File: src/spio_regs.svh
// Port numbers, field positions and timing counts for the I/O port block.
`ifndef SPIO_REGS_SVH
`define SPIO_REGS_SVH
// ----------------------------------------------------------------
// Port numbers
// ----------------------------------------------------------------
`define SPIO_SERIAL_DATA_PORT 8'hFC
`define SPIO_SERIAL_STATUS_CONFIG 8'hFD
`define SPIO_CONTROL_HANDSHAKE_PORT 8'hFE
`define SPIO_PARALLEL_DATA_PORT 8'hFF
// ----------------------------------------------------------------
// Field positions
// ----------------------------------------------------------------
`define SPIO_ST_TX_EMPTY 0
`define SPIO_ST_RX_AVAIL 1
`define SPIO_ST_OVERRUN 2
`define SPIO_ST_FRAMING 3
`define SPIO_ST_PARITY 4
`define SPIO_CF_STOP2 2
`define SPIO_CF_PAR_ODD_N 3
`define SPIO_CF_NO_PARITY 4
`define SPIO_CT_MOTOR1 4
`define SPIO_CT_MOTOR2 5
`define SPIO_CT_RATE 6
`define SPIO_CT_SERIAL_SEL 7
`define SPIO_HS_AVAIL 6
`define SPIO_HS_ACK 7
// ----------------------------------------------------------------
// Reset values, timing and ROM base
// ----------------------------------------------------------------
`define SPIO_FMT_RESET 8'h00
`define SPIO_CTRL_RESET 8'h00
`define SPIO_CLK_HZ 50000000
`define SPIO_BAUD_LO 300
`define SPIO_BAUD_HI 1200
`define SPIO_BIT_CYC_LO (`SPIO_CLK_HZ / `SPIO_BAUD_LO)
`define SPIO_BIT_CYC_HI (`SPIO_CLK_HZ / `SPIO_BAUD_HI)
`define SPIO_ROM_BASE 16'hE000
`endif

File: src/spio_pkg.sv
// Types shared by the I/O port block.
package spio_pkg;
	typedef struct packed {
		logic [7:0] addr;
		logic [7:0] wdata;
		logic wr;
		logic rd;
	} spio_io_req_t;
	typedef enum logic [1:0] {
		SPIO_IDLE = 2'b00,
		SPIO_DATA = 2'b01,
		SPIO_PAR = 2'b10,
		SPIO_STOP = 2'b11
	} spio_st_t;
endpackage

File: src/spio_fifo.sv
// Small synchronous FIFO for the transmit path.
`timescale 1ns/10ps
module spio_fifo #(
	parameter int WIDTH = 8,
	parameter int DEPTH = 8
) (
	// Clock and reset
	input wire logic clk_sys,
	input wire logic rst_n,
	// Fill side
	input wire logic in_valid,
	input wire logic [WIDTH-1:0] in_data,
	output logic in_ready,
	// Drain side
	output logic out_valid,
	output logic [WIDTH-1:0] out_data,
	input wire logic out_ready
);
	localparam int AW = $clog2(DEPTH);
	logic [WIDTH-1:0] mem_q [DEPTH];
	logic [AW:0] wp_q, wp_d, rp_q, rp_d;
	logic push, pop;
	always_comb begin
		push = in_valid && in_ready;
		pop = out_valid && out_ready;
		wp_d = push ? wp_q + 1'b1 : wp_q;
		rp_d = pop ? rp_q + 1'b1 : rp_q;
	end
	always_ff @(posedge clk_sys or negedge rst_n) begin
		if (!rst_n) begin
			wp_q <= '0;
			rp_q <= '0;
		end else begin
			wp_q <= wp_d;
			rp_q <= rp_d;
		end
	end
	always_ff @(posedge clk_sys) begin
		if (push) begin
			mem_q[wp_q[AW-1:0]] <= in_data;
		end
	end
	assign in_ready = !((wp_q[AW] != rp_q[AW]) &&
		(wp_q[AW-1:0] == rp_q[AW-1:0]));
	assign out_valid = (wp_q != rp_q);
	assign out_data = mem_q[rp_q[AW-1:0]];
endmodule

File: src/spio_ports.sv
// Processor I/O ports: serial/cassette channel, parallel port, controls.
`timescale 1ns/10ps
`include "spio_regs.svh"
module spio_ports #(
	parameter int CLK_HZ = `SPIO_CLK_HZ
) (
	// Clock and reset
	input wire logic clk_sys,
	input wire logic arst_n,
	// Processor I/O bus
	input wire spio_pkg::spio_io_req_t io_req,
	output logic [7:0] io_rdata,
	// Memory decode
	input wire logic mem_rd,
	input wire logic [15:0] mem_addr,
	output logic rom_sel,
	output logic [15:0] rom_addr,
	// Serial and cassette lines
	input wire logic serial_rx,
	input wire logic cass_rx,
	output logic serial_tx,
	output logic cass_tx,
	// Tape motors
	output logic motor1_on,
	output logic motor2_on,
	// Parallel port
	input wire logic [7:0] par_in,
	input wire logic par_avail,
	output logic [7:0] par_out,
	output logic par_ack
);
	import spio_pkg::*;

	// ----------------------------------------------------------------
	// Reset release and pin synchronisers
	// ----------------------------------------------------------------
	logic [1:0] rst_sync_q;
	logic rst_n;
	always_ff @(posedge clk_sys or negedge arst_n) begin
		if (!arst_n) begin
			rst_sync_q <= 2'b00;
		end else begin
			rst_sync_q <= {rst_sync_q[0], 1'b1};
		end
	end
	assign rst_n = rst_sync_q[1];

	logic [1:0] srx_q, crx_q, pav_q;
	logic [7:0] pin1_q, pin2_q;
	always_ff @(posedge clk_sys or negedge rst_n) begin
		if (!rst_n) begin
			srx_q <= 2'b11;
			crx_q <= 2'b11;
			pav_q <= 2'b00;
			pin1_q <= 8'h00;
			pin2_q <= 8'h00;
		end else begin
			srx_q <= {srx_q[0], serial_rx};
			crx_q <= {crx_q[0], cass_rx};
			pav_q <= {pav_q[0], par_avail};
			pin1_q <= par_in;
			pin2_q <= pin1_q;
		end
	end

	// ----------------------------------------------------------------
	// Port registers
	// ----------------------------------------------------------------
	logic [7:0] fmt_q, fmt_d, ctrl_q, ctrl_d, pout_q, pout_d;
	logic ack_q, ack_d, boot_q, boot_d;
	logic wr_fc, wr_fd, wr_fe, wr_ff, rd_fc;
	always_comb begin
		wr_fc = io_req.wr && io_req.addr == `SPIO_SERIAL_DATA_PORT;
		wr_fd = io_req.wr && io_req.addr == `SPIO_SERIAL_STATUS_CONFIG;
		wr_fe = io_req.wr && io_req.addr == `SPIO_CONTROL_HANDSHAKE_PORT;
		wr_ff = io_req.wr && io_req.addr == `SPIO_PARALLEL_DATA_PORT;
		rd_fc = io_req.rd && io_req.addr == `SPIO_SERIAL_DATA_PORT;
		fmt_d = wr_fd ? io_req.wdata : fmt_q;
		ctrl_d = wr_fe ? io_req.wdata : ctrl_q;
		pout_d = wr_ff ? io_req.wdata : pout_q;
		ack_d = wr_fe ? io_req.wdata[`SPIO_HS_ACK] : ack_q;
		// map ROM until first fetch above it
		boot_d = boot_q && !(mem_rd && mem_addr[15:13] == 3'b111);
	end
	always_ff @(posedge clk_sys or negedge rst_n) begin
		if (!rst_n) begin
			fmt_q <= `SPIO_FMT_RESET;
			ctrl_q <= `SPIO_CTRL_RESET;
			pout_q <= 8'h00;
			ack_q <= 1'b0;
			boot_q <= 1'b1;
		end else begin
			fmt_q <= fmt_d;
			ctrl_q <= ctrl_d;
			pout_q <= pout_d;
			ack_q <= ack_d;
			boot_q <= boot_d;
		end
	end

	// ----------------------------------------------------------------
	// Bit timing; rate chosen by the control port
	// ----------------------------------------------------------------
	localparam logic [17:0] CYC_LO = 18'(CLK_HZ / `SPIO_BAUD_LO);
	localparam logic [17:0] CYC_HI = 18'(CLK_HZ / `SPIO_BAUD_HI);
	logic [17:0] bit_cyc;
	logic [3:0] nbits;
	always_comb begin
		bit_cyc = ctrl_q[`SPIO_CT_RATE] ? CYC_HI : CYC_LO;
		nbits = 4'd5 + {2'b00, fmt_q[1:0]};
	end

	// ----------------------------------------------------------------
	// Transmitter fed from the FIFO
	// ----------------------------------------------------------------
	logic f_valid, f_ready, f_in_ready;
	logic [7:0] f_data;
	spio_fifo #(.WIDTH(8), .DEPTH(8)) u_fifo (
		.clk_sys(clk_sys),
		.rst_n(rst_n),
		.in_valid(wr_fc),
		.in_data(io_req.wdata),
		.in_ready(f_in_ready),
		.out_valid(f_valid),
		.out_data(f_data),
		.out_ready(f_ready)
	);
	spio_st_t tst_q, tst_d;
	logic [17:0] tcnt_q, tcnt_d;
	logic [3:0] tidx_q, tidx_d;
	logic [7:0] tsh_q, tsh_d;
	logic tpar_q, tpar_d, tline_q, tline_d;
	always_comb begin
		tst_d = tst_q;
		tcnt_d = tcnt_q;
		tidx_d = tidx_q;
		tsh_d = tsh_q;
		tpar_d = tpar_q;
		tline_d = tline_q;
		f_ready = 1'b0;
		if (tst_q != SPIO_IDLE && tcnt_q != 18'd0) begin
			tcnt_d = tcnt_q - 18'd1;
		end else begin
			tcnt_d = bit_cyc - 18'd1;
			unique case (tst_q)
			SPIO_IDLE: begin
				tline_d = 1'b1;
				if (f_valid) begin
					f_ready = 1'b1;
					tsh_d = f_data;
					tpar_d = fmt_q[`SPIO_CF_PAR_ODD_N];
					tidx_d = 4'd0;
					tline_d = 1'b0;
					tst_d = SPIO_DATA;
				end
			end
			SPIO_DATA: begin
				tline_d = tsh_q[0];
				tpar_d = tpar_q ^ tsh_q[0];
				tsh_d = {1'b0, tsh_q[7:1]};
				tidx_d = tidx_q + 4'd1;
				if (tidx_q + 4'd1 == nbits) begin
					tst_d = fmt_q[`SPIO_CF_NO_PARITY] ? SPIO_STOP : SPIO_PAR;
					tidx_d = 4'd0;
				end
			end
			SPIO_PAR: begin
				tline_d = tpar_q;
				tst_d = SPIO_STOP;
				tidx_d = 4'd0;
			end
			SPIO_STOP: begin
				// Leave only once every stop bit has run its full length.
				tline_d = 1'b1;
				tidx_d = tidx_q + 4'd1;
				if (tidx_q == (fmt_q[`SPIO_CF_STOP2] ? 4'd2 : 4'd1)) begin
					tst_d = SPIO_IDLE;
				end
			end
			endcase
		end
	end
	always_ff @(posedge clk_sys or negedge rst_n) begin
		if (!rst_n) begin
			tst_q <= SPIO_IDLE;
			tcnt_q <= 18'd0;
			tidx_q <= 4'd0;
			tsh_q <= 8'h00;
			tpar_q <= 1'b0;
			tline_q <= 1'b1;
		end else begin
			tst_q <= tst_d;
			tcnt_q <= tcnt_d;
			tidx_q <= tidx_d;
			tsh_q <= tsh_d;
			tpar_q <= tpar_d;
			tline_q <= tline_d;
		end
	end

	// ----------------------------------------------------------------
	// Receiver; line chosen by the route bit
	// ----------------------------------------------------------------
	spio_st_t rst_q, rst_d;
	logic [17:0] rcnt_q, rcnt_d;
	logic [3:0] ridx_q, ridx_d;
	logic [7:0] rsh_q, rsh_d, rbuf_q, rbuf_d;
	logic rpar_q, rpar_d, rav_q, rav_d, ovr_q, ovr_d;
	logic fe_q, fe_d, pe_q, pe_d, rxl;
	always_comb begin
		// serial only while bit 7 set
		rxl = ctrl_q[`SPIO_CT_SERIAL_SEL] ? srx_q[1] : crx_q[1];
		rst_d = rst_q;
		rcnt_d = rcnt_q;
		ridx_d = ridx_q;
		rsh_d = rsh_q;
		rpar_d = rpar_q;
		rbuf_d = rbuf_q;
		rav_d = rav_q && !rd_fc;
		ovr_d = ovr_q;
		fe_d = fe_q;
		pe_d = pe_q;
		if (rst_q == SPIO_IDLE) begin
			if (!rxl) begin
				rcnt_d = {1'b0, bit_cyc[17:1]};
				rst_d = SPIO_DATA;
				ridx_d = 4'hF;
				rpar_d = fmt_q[`SPIO_CF_PAR_ODD_N];
			end
		end else if (rcnt_q != 18'd0) begin
			rcnt_d = rcnt_q - 18'd1;
		end else begin
			rcnt_d = bit_cyc - 18'd1;
			unique case (rst_q)
			SPIO_DATA: begin
				if (ridx_q == 4'hF) begin
					ridx_d = 4'd0;
					rsh_d = 8'h00;
					if (rxl) begin
						rst_d = SPIO_IDLE;
					end
				end else begin
					rsh_d = rsh_q | ({7'h00, rxl} << ridx_q[2:0]);
					rpar_d = rpar_q ^ rxl;
					ridx_d = ridx_q + 4'd1;
					if (ridx_q + 4'd1 == nbits) begin
						rst_d = fmt_q[`SPIO_CF_NO_PARITY] ? SPIO_STOP : SPIO_PAR;
					end
				end
			end
			SPIO_PAR: begin
				rpar_d = rpar_q ^ rxl;
				rst_d = SPIO_STOP;
			end
			SPIO_STOP: begin
				// frame done: available flag set wins over read, error flags reload
				rst_d = SPIO_IDLE;
				rbuf_d = rsh_q;
				rav_d = 1'b1;
				ovr_d = rav_q && !rd_fc;
				fe_d = !rxl;
				pe_d = !fmt_q[`SPIO_CF_NO_PARITY] && rpar_q;
			end
			default: rst_d = SPIO_IDLE;
			endcase
		end
	end
	always_ff @(posedge clk_sys or negedge rst_n) begin
		if (!rst_n) begin
			rst_q <= SPIO_IDLE;
			rcnt_q <= 18'd0;
			ridx_q <= 4'd0;
			rsh_q <= 8'h00;
			rpar_q <= 1'b0;
			rbuf_q <= 8'h00;
			rav_q <= 1'b0;
			ovr_q <= 1'b0;
			fe_q <= 1'b0;
			pe_q <= 1'b0;
		end else begin
			rst_q <= rst_d;
			rcnt_q <= rcnt_d;
			ridx_q <= ridx_d;
			rsh_q <= rsh_d;
			rpar_q <= rpar_d;
			rbuf_q <= rbuf_d;
			rav_q <= rav_d;
			ovr_q <= ovr_d;
			fe_q <= fe_d;
			pe_q <= pe_d;
		end
	end

	// ----------------------------------------------------------------
	// Read mux and registered outputs
	// ----------------------------------------------------------------
	logic [7:0] rdata_d;
	logic tx_empty;
	always_comb begin
		tx_empty = !f_valid && tst_q == SPIO_IDLE;
		unique case (io_req.addr)
		`SPIO_SERIAL_DATA_PORT: rdata_d = rbuf_q;
		`SPIO_SERIAL_STATUS_CONFIG:
			rdata_d = {3'b000, pe_q, fe_q, ovr_q, rav_q, tx_empty};
		`SPIO_CONTROL_HANDSHAKE_PORT: rdata_d = {ack_q, pav_q[1], 6'h00};
		`SPIO_PARALLEL_DATA_PORT: rdata_d = pin2_q;
		default: rdata_d = 8'h00;
		endcase
	end
	always_ff @(posedge clk_sys or negedge rst_n) begin
		if (!rst_n) begin
			io_rdata <= 8'h00;
			rom_sel <= 1'b0;
			rom_addr <= 16'h0000;
			serial_tx <= 1'b1;
			cass_tx <= 1'b1;
			motor1_on <= 1'b0;
			motor2_on <= 1'b0;
			par_out <= 8'h00;
			par_ack <= 1'b0;
		end else begin
			io_rdata <= rdata_d;
			rom_sel <= mem_addr[15:13] == 3'b111 ||
				(boot_d && mem_addr[15:13] == 3'b000);
			rom_addr <= {3'b000, mem_addr[12:0]} | `SPIO_ROM_BASE;
			serial_tx <= ctrl_q[`SPIO_CT_SERIAL_SEL] ? tline_q : 1'b1;
			cass_tx <= ctrl_q[`SPIO_CT_SERIAL_SEL] ? 1'b1 : tline_q;
			motor1_on <= ctrl_q[`SPIO_CT_MOTOR1];
			motor2_on <= ctrl_q[`SPIO_CT_MOTOR2];
			par_out <= pout_q;
			par_ack <= ack_q;
		end
	end
endmodule

File: config.mk
export PLATFORM = sky130hd
export DESIGN_NAME = spio_ports
export DESIGN_NICKNAME = d
export VERILOG_FILES = /design/src/spio_pkg.sv /design/src/spio_fifo.sv /design/src/spio_ports.sv
export VERILOG_INCLUDE_DIRS = /design/src
export SDC_FILE = /design/constraint.sdc
export NUM_CORES = 1
export LEC_CHECK = 0
export BUFFER_PORTS_ARGS = -buffer_cell sky130_fd_sc_hd__buf_4
export CORE_UTILIZATION = 54
export CTS_CLUSTER_DIAMETER = 30
export DETAILED_ROUTE_END_ITERATION = 6
export MAX_ROUTING_LAYER = met4
export PLACE_DENSITY = 0.76
export SLEW_MARGIN = 20
export SYNTH_ARGS = -nofsm -noshare
export SYNTH_HDL_FRONTEND = slang
export SYNTH_SLANG_ARGS = --single-unit
File: constraint.sdc
create_clock -name clk_sys -period 5.1 [get_ports clk_sys]
set_input_delay 1.02 -clock clk_sys [delete_from_list [all_inputs] [get_ports clk_sys]]
set_output_delay 1.02 -clock clk_sys [all_outputs]
set_load 0.02 [all_outputs]
# --- Word level (Yosys, flattened, before mapping) ---
# Memory sizes are Yosys's and may differ from the RTL's.
# Index checks and enable logic that the tools add are counted.
totals:
  mem_count: 1
  inputBits: 48
  reg_bits: 170
  mem_bits_rw: 64
  word_cells: 169
  output_inout_bits: 38
memory_table:
  columns: ["name", "depth", "width", "rd", "rd_clocked_by_memory_dff", "wr", "line", "text"]
  rows:
  - ["u_fifo.mem_q", 8, 8, 1, 0, 1, "spio_fifo.sv:20", "logic [WIDTH-1:0] mem_q [DEPTH];"]
classes:
  reduce_logical: 39
  n_mux: 50
  addsub: 8
  bitwise: 6
  n_eq_ne: 26
  n_shift: 1
ops:
  columns: ["operator", "n"]
  rows:
  - ["2-to-1 mux 18 bit", 5]
  - ["subtractor 18 x 1 -> 18 bit, second input constant", 3]
  - ["nonzero test 18 bit", 2]
  - ["equality test 8 bit, second input constant", 4]
  - ["one-hot mux 8 bit (4 select lines)", 1]
  - ["2-to-1 mux 4 bit", 7]
  - ["2-to-1 mux 2 bit", 10]
  - ["2-to-1 mux 1 bit", 18]
  - ["adder 4 x 1 -> 4 bit, second input constant", 4]
  - ["2-to-1 mux 8 bit", 2]
  - ["one-hot mux 4 bit (4 select lines)", 1]
  - ["one-hot mux 8 bit (2 select lines)", 1]
  - ["logical AND 1 bit", 15]
  - ["AND reduction 3 bit", 4]
  - ["AND reduction 4 bit", 3]
  - ["!= test 2 bit, second input constant", 5]
  - ["equality test 2 bit, second input constant", 4]
  - ["equality test 4 bit", 2]
  - ["!= test 4 bit, second input constant", 2]
  - ["OR 8 bit", 1]
  - ["one-hot mux 2 bit (4 select lines)", 1]
  - ["left shift 1 x 3 -> 8 bit", 1]
  - ["logical NOT 1 bit", 6]
  - ["nonzero test 2 bit", 3]
  - ["19 further kinds", 25]

# --- Depth between registers and ports, before layout ---
depth:
  depth_word: 7
  ltp_mapped: 10
  depth_no_buf: 8

# --- Modules after synthesis ---
# Synthesis repeated with hierarchy kept, for this count alone.
hier_totals:
  hier_cells: 763
  area_unflattened_um2: 9903.2
by_module_without_submodules:
  columns: ["mod", "cells_per_inst", "n_inst", "area_each_um2", "seq_area_each_um2"]
  rows:
  - ["spio_ports", 610, 1, 6885.4, 3938.8]
  - ["spio_fifo", 153, 1, 3017.9, 2122.0]

# --- Least setup slack after synthesis ---
# Ideal clock, no wire load.
synth_timing:
  path_type: "in2reg"
  startpoint: "in io_req[11] in the netlist's numbering"
  endpoint: "mem u_fifo.mem_q[1][0] (enable)"
  cell_stages: 4
  path_buffers: 1
  path_slack_ns: 2.394
  required_ns: 4.717
  setup_ns: 0.383
  arrival_ns: 2.323
  cell_sequence: "clkbuf_1 -> nor2_1 -> nand3_1 -> nor3_1"
synth_between:
  elab_chain_cells: 5
synth_rtl:
  columns: ["element", "line", "text"]
  rows:
  - ["start, declared", "spio_ports.sv:11", "input wire spio_pkg::spio_io_req_t io_req,"]
  - ["equality test 8 bit (no line)", null, null]
  - ["logical AND 1 bit (no line)", null, null]
  - ["logical AND 1 bit", "spio_fifo.sv:24", "push = in_valid && in_ready;"]
  - ["2-to-1 mux 1 bit", "spio_fifo.sv:39", "if (push) begin"]
  - ["2-to-1 mux 1 bit (implied by the code)", "spio_fifo.sv:40", "mem_q[wp_q[AW-1:0]] <= in_data;"]
  - ["end, declared", "spio_fifo.sv:20", null]
# Every way passes these cells.

# --- Worst setup path after layout ---
layout_timing:
  startpoint: "reg u_fifo.rp_q[1]"
  endpoint: "reg tpar_q"
layout_between:
  elab_chain_cells: 3
layout_rtl:
  columns: ["element", "line", "text"]
  rows:
  - ["start, declared", "spio_fifo.sv:21", "logic [AW:0] wp_q, wp_d, rp_q, rp_d;"]
  - ["start signal, assigned", "spio_fifo.sv:35", "rp_q <= rp_d;"]
  - ["!= test 4 bit", "spio_fifo.sv:45", "assign out_valid = (wp_q != rp_q);"]
  - ["!= test 2 bit (no line)", null, null]
  - ["AND reduction 3 bit (no line)", null, null]
  - ["end signal, assigned", "spio_ports.sv:196", "tpar_q <= tpar_d;"]
  - ["end, declared", "spio_ports.sv:132", "logic tpar_q, tpar_d, tline_q, tline_d;"]
# Every way passes these cells.
# A chain may end at the register's enable or synchronous reset.

==> run_results.csv <==
group,metric,value,unit
run_status,outcome,"finished, final reports clean",
yosys,synth_top_area_share,40.4,%
power,combPwrFrac,16.8,%
timing,tightest_slew,1.10,ns
die,die_w,136,um
yosys,syn_area,9730,um2
critical_path,required,5.44,ns
yosys,ys_seq_area_share,62.3,%
routing,drc,0,
die,dieArea,18600,um2
yosys,synth_edf_count,64,
clock_network,cts.sinks,229,
power,swShare,28.1,%
timing,fin_hold_ws,0.228,ns
layout,diodes,0,
layout,layout.nets,926,
clock_network,hold_buffers,0,
yosys,netlist_instances,765,
placement,hpwl,13600,um
yosys,synth_warnings,0,
run,max_cap_viol_count,0,
routing,wire_per_inst,19.4,um
die,core,17400,um2
placement,gp_congestion,0.874,
placement,port_buffers,85,
power,peakVddDrop,0.000348,V
power,p_clk_share,45.2,%
timing,report.final.slew_viol_count,0,
yosys,ys.flop_type,"dfrtp_1",
critical_path,cp-start-kind,"flop",
global_routing,grt_pass1_vias,6859,
routing,viasPerCell,5.87,
yosys,synth_top_cell_by_area,"dfrtp_1",
clock_network,cts_resized,0,
timing,post-route-period-util,59.7,%
layout,syn2layout_area_growth,22.7,%
timing,rsz0062_at_grt,"false",
yosys,ys_types,77,
clock_network,clkLatencyLatePin,0.51,ns
die,die_h,136,um
timing,finalSetupViolations,0,
layout,layout_commonest_cell,"dfrtp_1",
placement,place_area,10500,um2
timing,max-slew-margin-rel,26.3,%
layout,fillerInstances,1193,
clock_network,clkSlewWorstSetupHoldPaths,0.05,ns
clock_network,cts_tree,"built",
timing,final.setup_skew,0.0107,ns
global_routing,grt_max_degree,86,
layout,layout-drive-gt1-share,26.7,%
power,power.internal,4220,uW
yosys,syn_avg_cell_area,12.7,um2
timing,clock.fmax,0.329,GHz
layout,design_area,11900,um2
routing,vias,6570,
timing,hold_viol_final,0,
die,io_pins,86,
yosys,yosys-top-cells-area,"dfrtp_1 (40%), edfxtp_1 (20%), mux4_2 (3.9%)",
timing,tns,0,ns
routing,drt_iter0_markers,407,
clock_network,cts_inserted_buffers,40,
yosys,async_flop_share,72.1,%
critical_path,end_kind,"flop",
die,rows,48,
clock_network,post-cts-setup-buffers,0,
global_routing,grt_pass1_wl,35100,um
global_routing,grt_use_total,25.4,%
routing,drt_first_pass_iters,5,
global_routing,antenna_found_initial,0,
min_path,worstHoldPathType,"flop to async pin",
routing,drtAntennaViolNets,0,
yosys,yosys_register_bits,229,
critical_path,cp.arrival,3.39,ns
clock_network,h-tree-depth,2,
layout,mostFrequentLayoutCells,"dfrtp_1 (156), buf_4 (89), nor2_1 (64), nand2_1 (64), edfxtp_1 (64)",
power,p_seq_share,38.0,%
clock_network,root_buffer,"clkbuf_16",
die,initial_core_util,55.8,%
routing,drt-total-wl,21700,um
timing,post-route-min-period,3.04,ns
global_routing,grt_overflow,0,
power,p_switching,1650,uW
critical_path,worst-path-max-fanout,18,
critical_path,critical_path_class,"flop to flop",
power,powerDensity,492,nW/um2
power,leakage,0.00510,uW
clock_network,cts_max_path_buffers,3,
==> cell families (layout without fill, tap and decap cells) <==
group	after synthesis	count (layout)	share of synthesized area [%]
compound gates	144	144	9.78
xor+xnor	31	31	2.79
fa+ha+maj	16	16	2.06
buf+inv	54	182	2.38
flops	229	229	62.3
mux	61	61	8.86
other cells	1	2	0.0386
simple gates	229	229	11.8
==> metal layers <==
| metal | global-route usage, % | up-vias | part of all wire, % |
|---|---|---|---|
| li1 | - | 2989 | - |
| met1 | 31.9 | 3316 | 41 |
| met2 | 41.9 | 219 | 51 |
| met3 | 4.18 | 46 | 5.3 |
| met4 | 8.58 | 0 | 2.3 |
| met5 | - | - | 0 |
==> synthesized netlist by cell type, types with 4 or more instances <==
cell type  count
dfstp_2        8
or4_1          6
edfxtp_1      64
inv_1         17
clkbuf_1      22
mux2i_1       13
nor3b_1        4
nor4_1        12
or3_1          7
xnor2_1       11
o31ai_1        6
nand2_1       64
mux4_2        17
a31oi_1        8
a21oi_1       44
a22oi_1        5
buf_2          8
o211ai_1       4
nand3_1       18
ha_1          16
a22o_1         5
nand4_1        5
dfrtp_1      157
xor2_1        20
nor3_1        13
nor2_1        64
and2_1         5
nor2b_1        4
nand2b_1       7
o21ai_1        6
mux2_2        30
o21ai_0       33
==> state kept, by name, summed over array words and instances, names as in the netlist, 14 cells and up <==
name / count
rom_addr: 14
u_fifo.mem_q: 64
rcnt_q: 18
tcnt_q: 18
==> metrics by stage <==
| stage | setup WS (ns) | instances | total power, uW | util, % |
|---|---|---|---|---|
| after floorplan | 0.176 | 766 | 2960 | - |
| after CTS | 1.98 | 1118 | 5910 | 68.3 |
| after global routing | 1.88 | 1119 | 6120 | 68.5 |
| after detailed placement | 1.74 | 1044 | 3230 | 60.4 |
| final | 2.06 | 1119 | 5870 | 68.5 |
| after global placement | 1.94 | 1044 | 3170 | 60.4 |
==> final cells by class <==
class | instances | area (um2) | area share, %
Inverter | 18 | 67.6 | 0.566
Clock buffer | 46 | 1070 | 9.01
Sequential cell | 229 | 6060 | 50.8
Tap cell | 225 | 282 | 2.36
Clock inverter | 28 | 297 | 2.49
Multi-Input combinational cell | 483 | 3450 | 28.9
Timing Repair Buffer | 90 | 696 | 5.83
==> power groups by stage <==
stage | combinational [uW] | clock (uW) | sequential, uW
2_1_floorplan | 754 | 0 | 2210
6_report | 986 | 2650 | 2230
3_3_place_gp | 924 | 0 | 2250
4_1_cts | 983 | 2690 | 2240
5_1_grt | 1090 | 2770 | 2250
3_5_place_dp | 969 | 0 | 2270
==> final timing paths <==
check	depth (start not counted)	start	slack (ns)	endpoint
worst min register to register	0	rst_sync_q[1]	0.23	pav_q[1]
worst min-delay path	0	rst_sync_q[1]	0.23	pav_q[1]
min in group clk_sys	0	pin1_q[4]	0.35	pin2_q[4]
worst max register to register	6	u_fifo.rp_q[1]	2.06	tpar_q
worst max-delay path	6	u_fifo.rp_q[1]	2.06	tpar_q
max in group asynchronous	2	rst_sync_q[1]	3.45	tpar_q
==> worst max-delay path, cell delays in order, from the launching register on <==
cell and delay, ns:
dfrtp_1 0.90, xor2_1 0.29, o41ai_4 0.60, o21ai_0 0.41
o21ai_2 0.36, mux2i_1 0.25, a21oi_1 0.06
No activity file was read; power rests on OpenSTA's default activity.
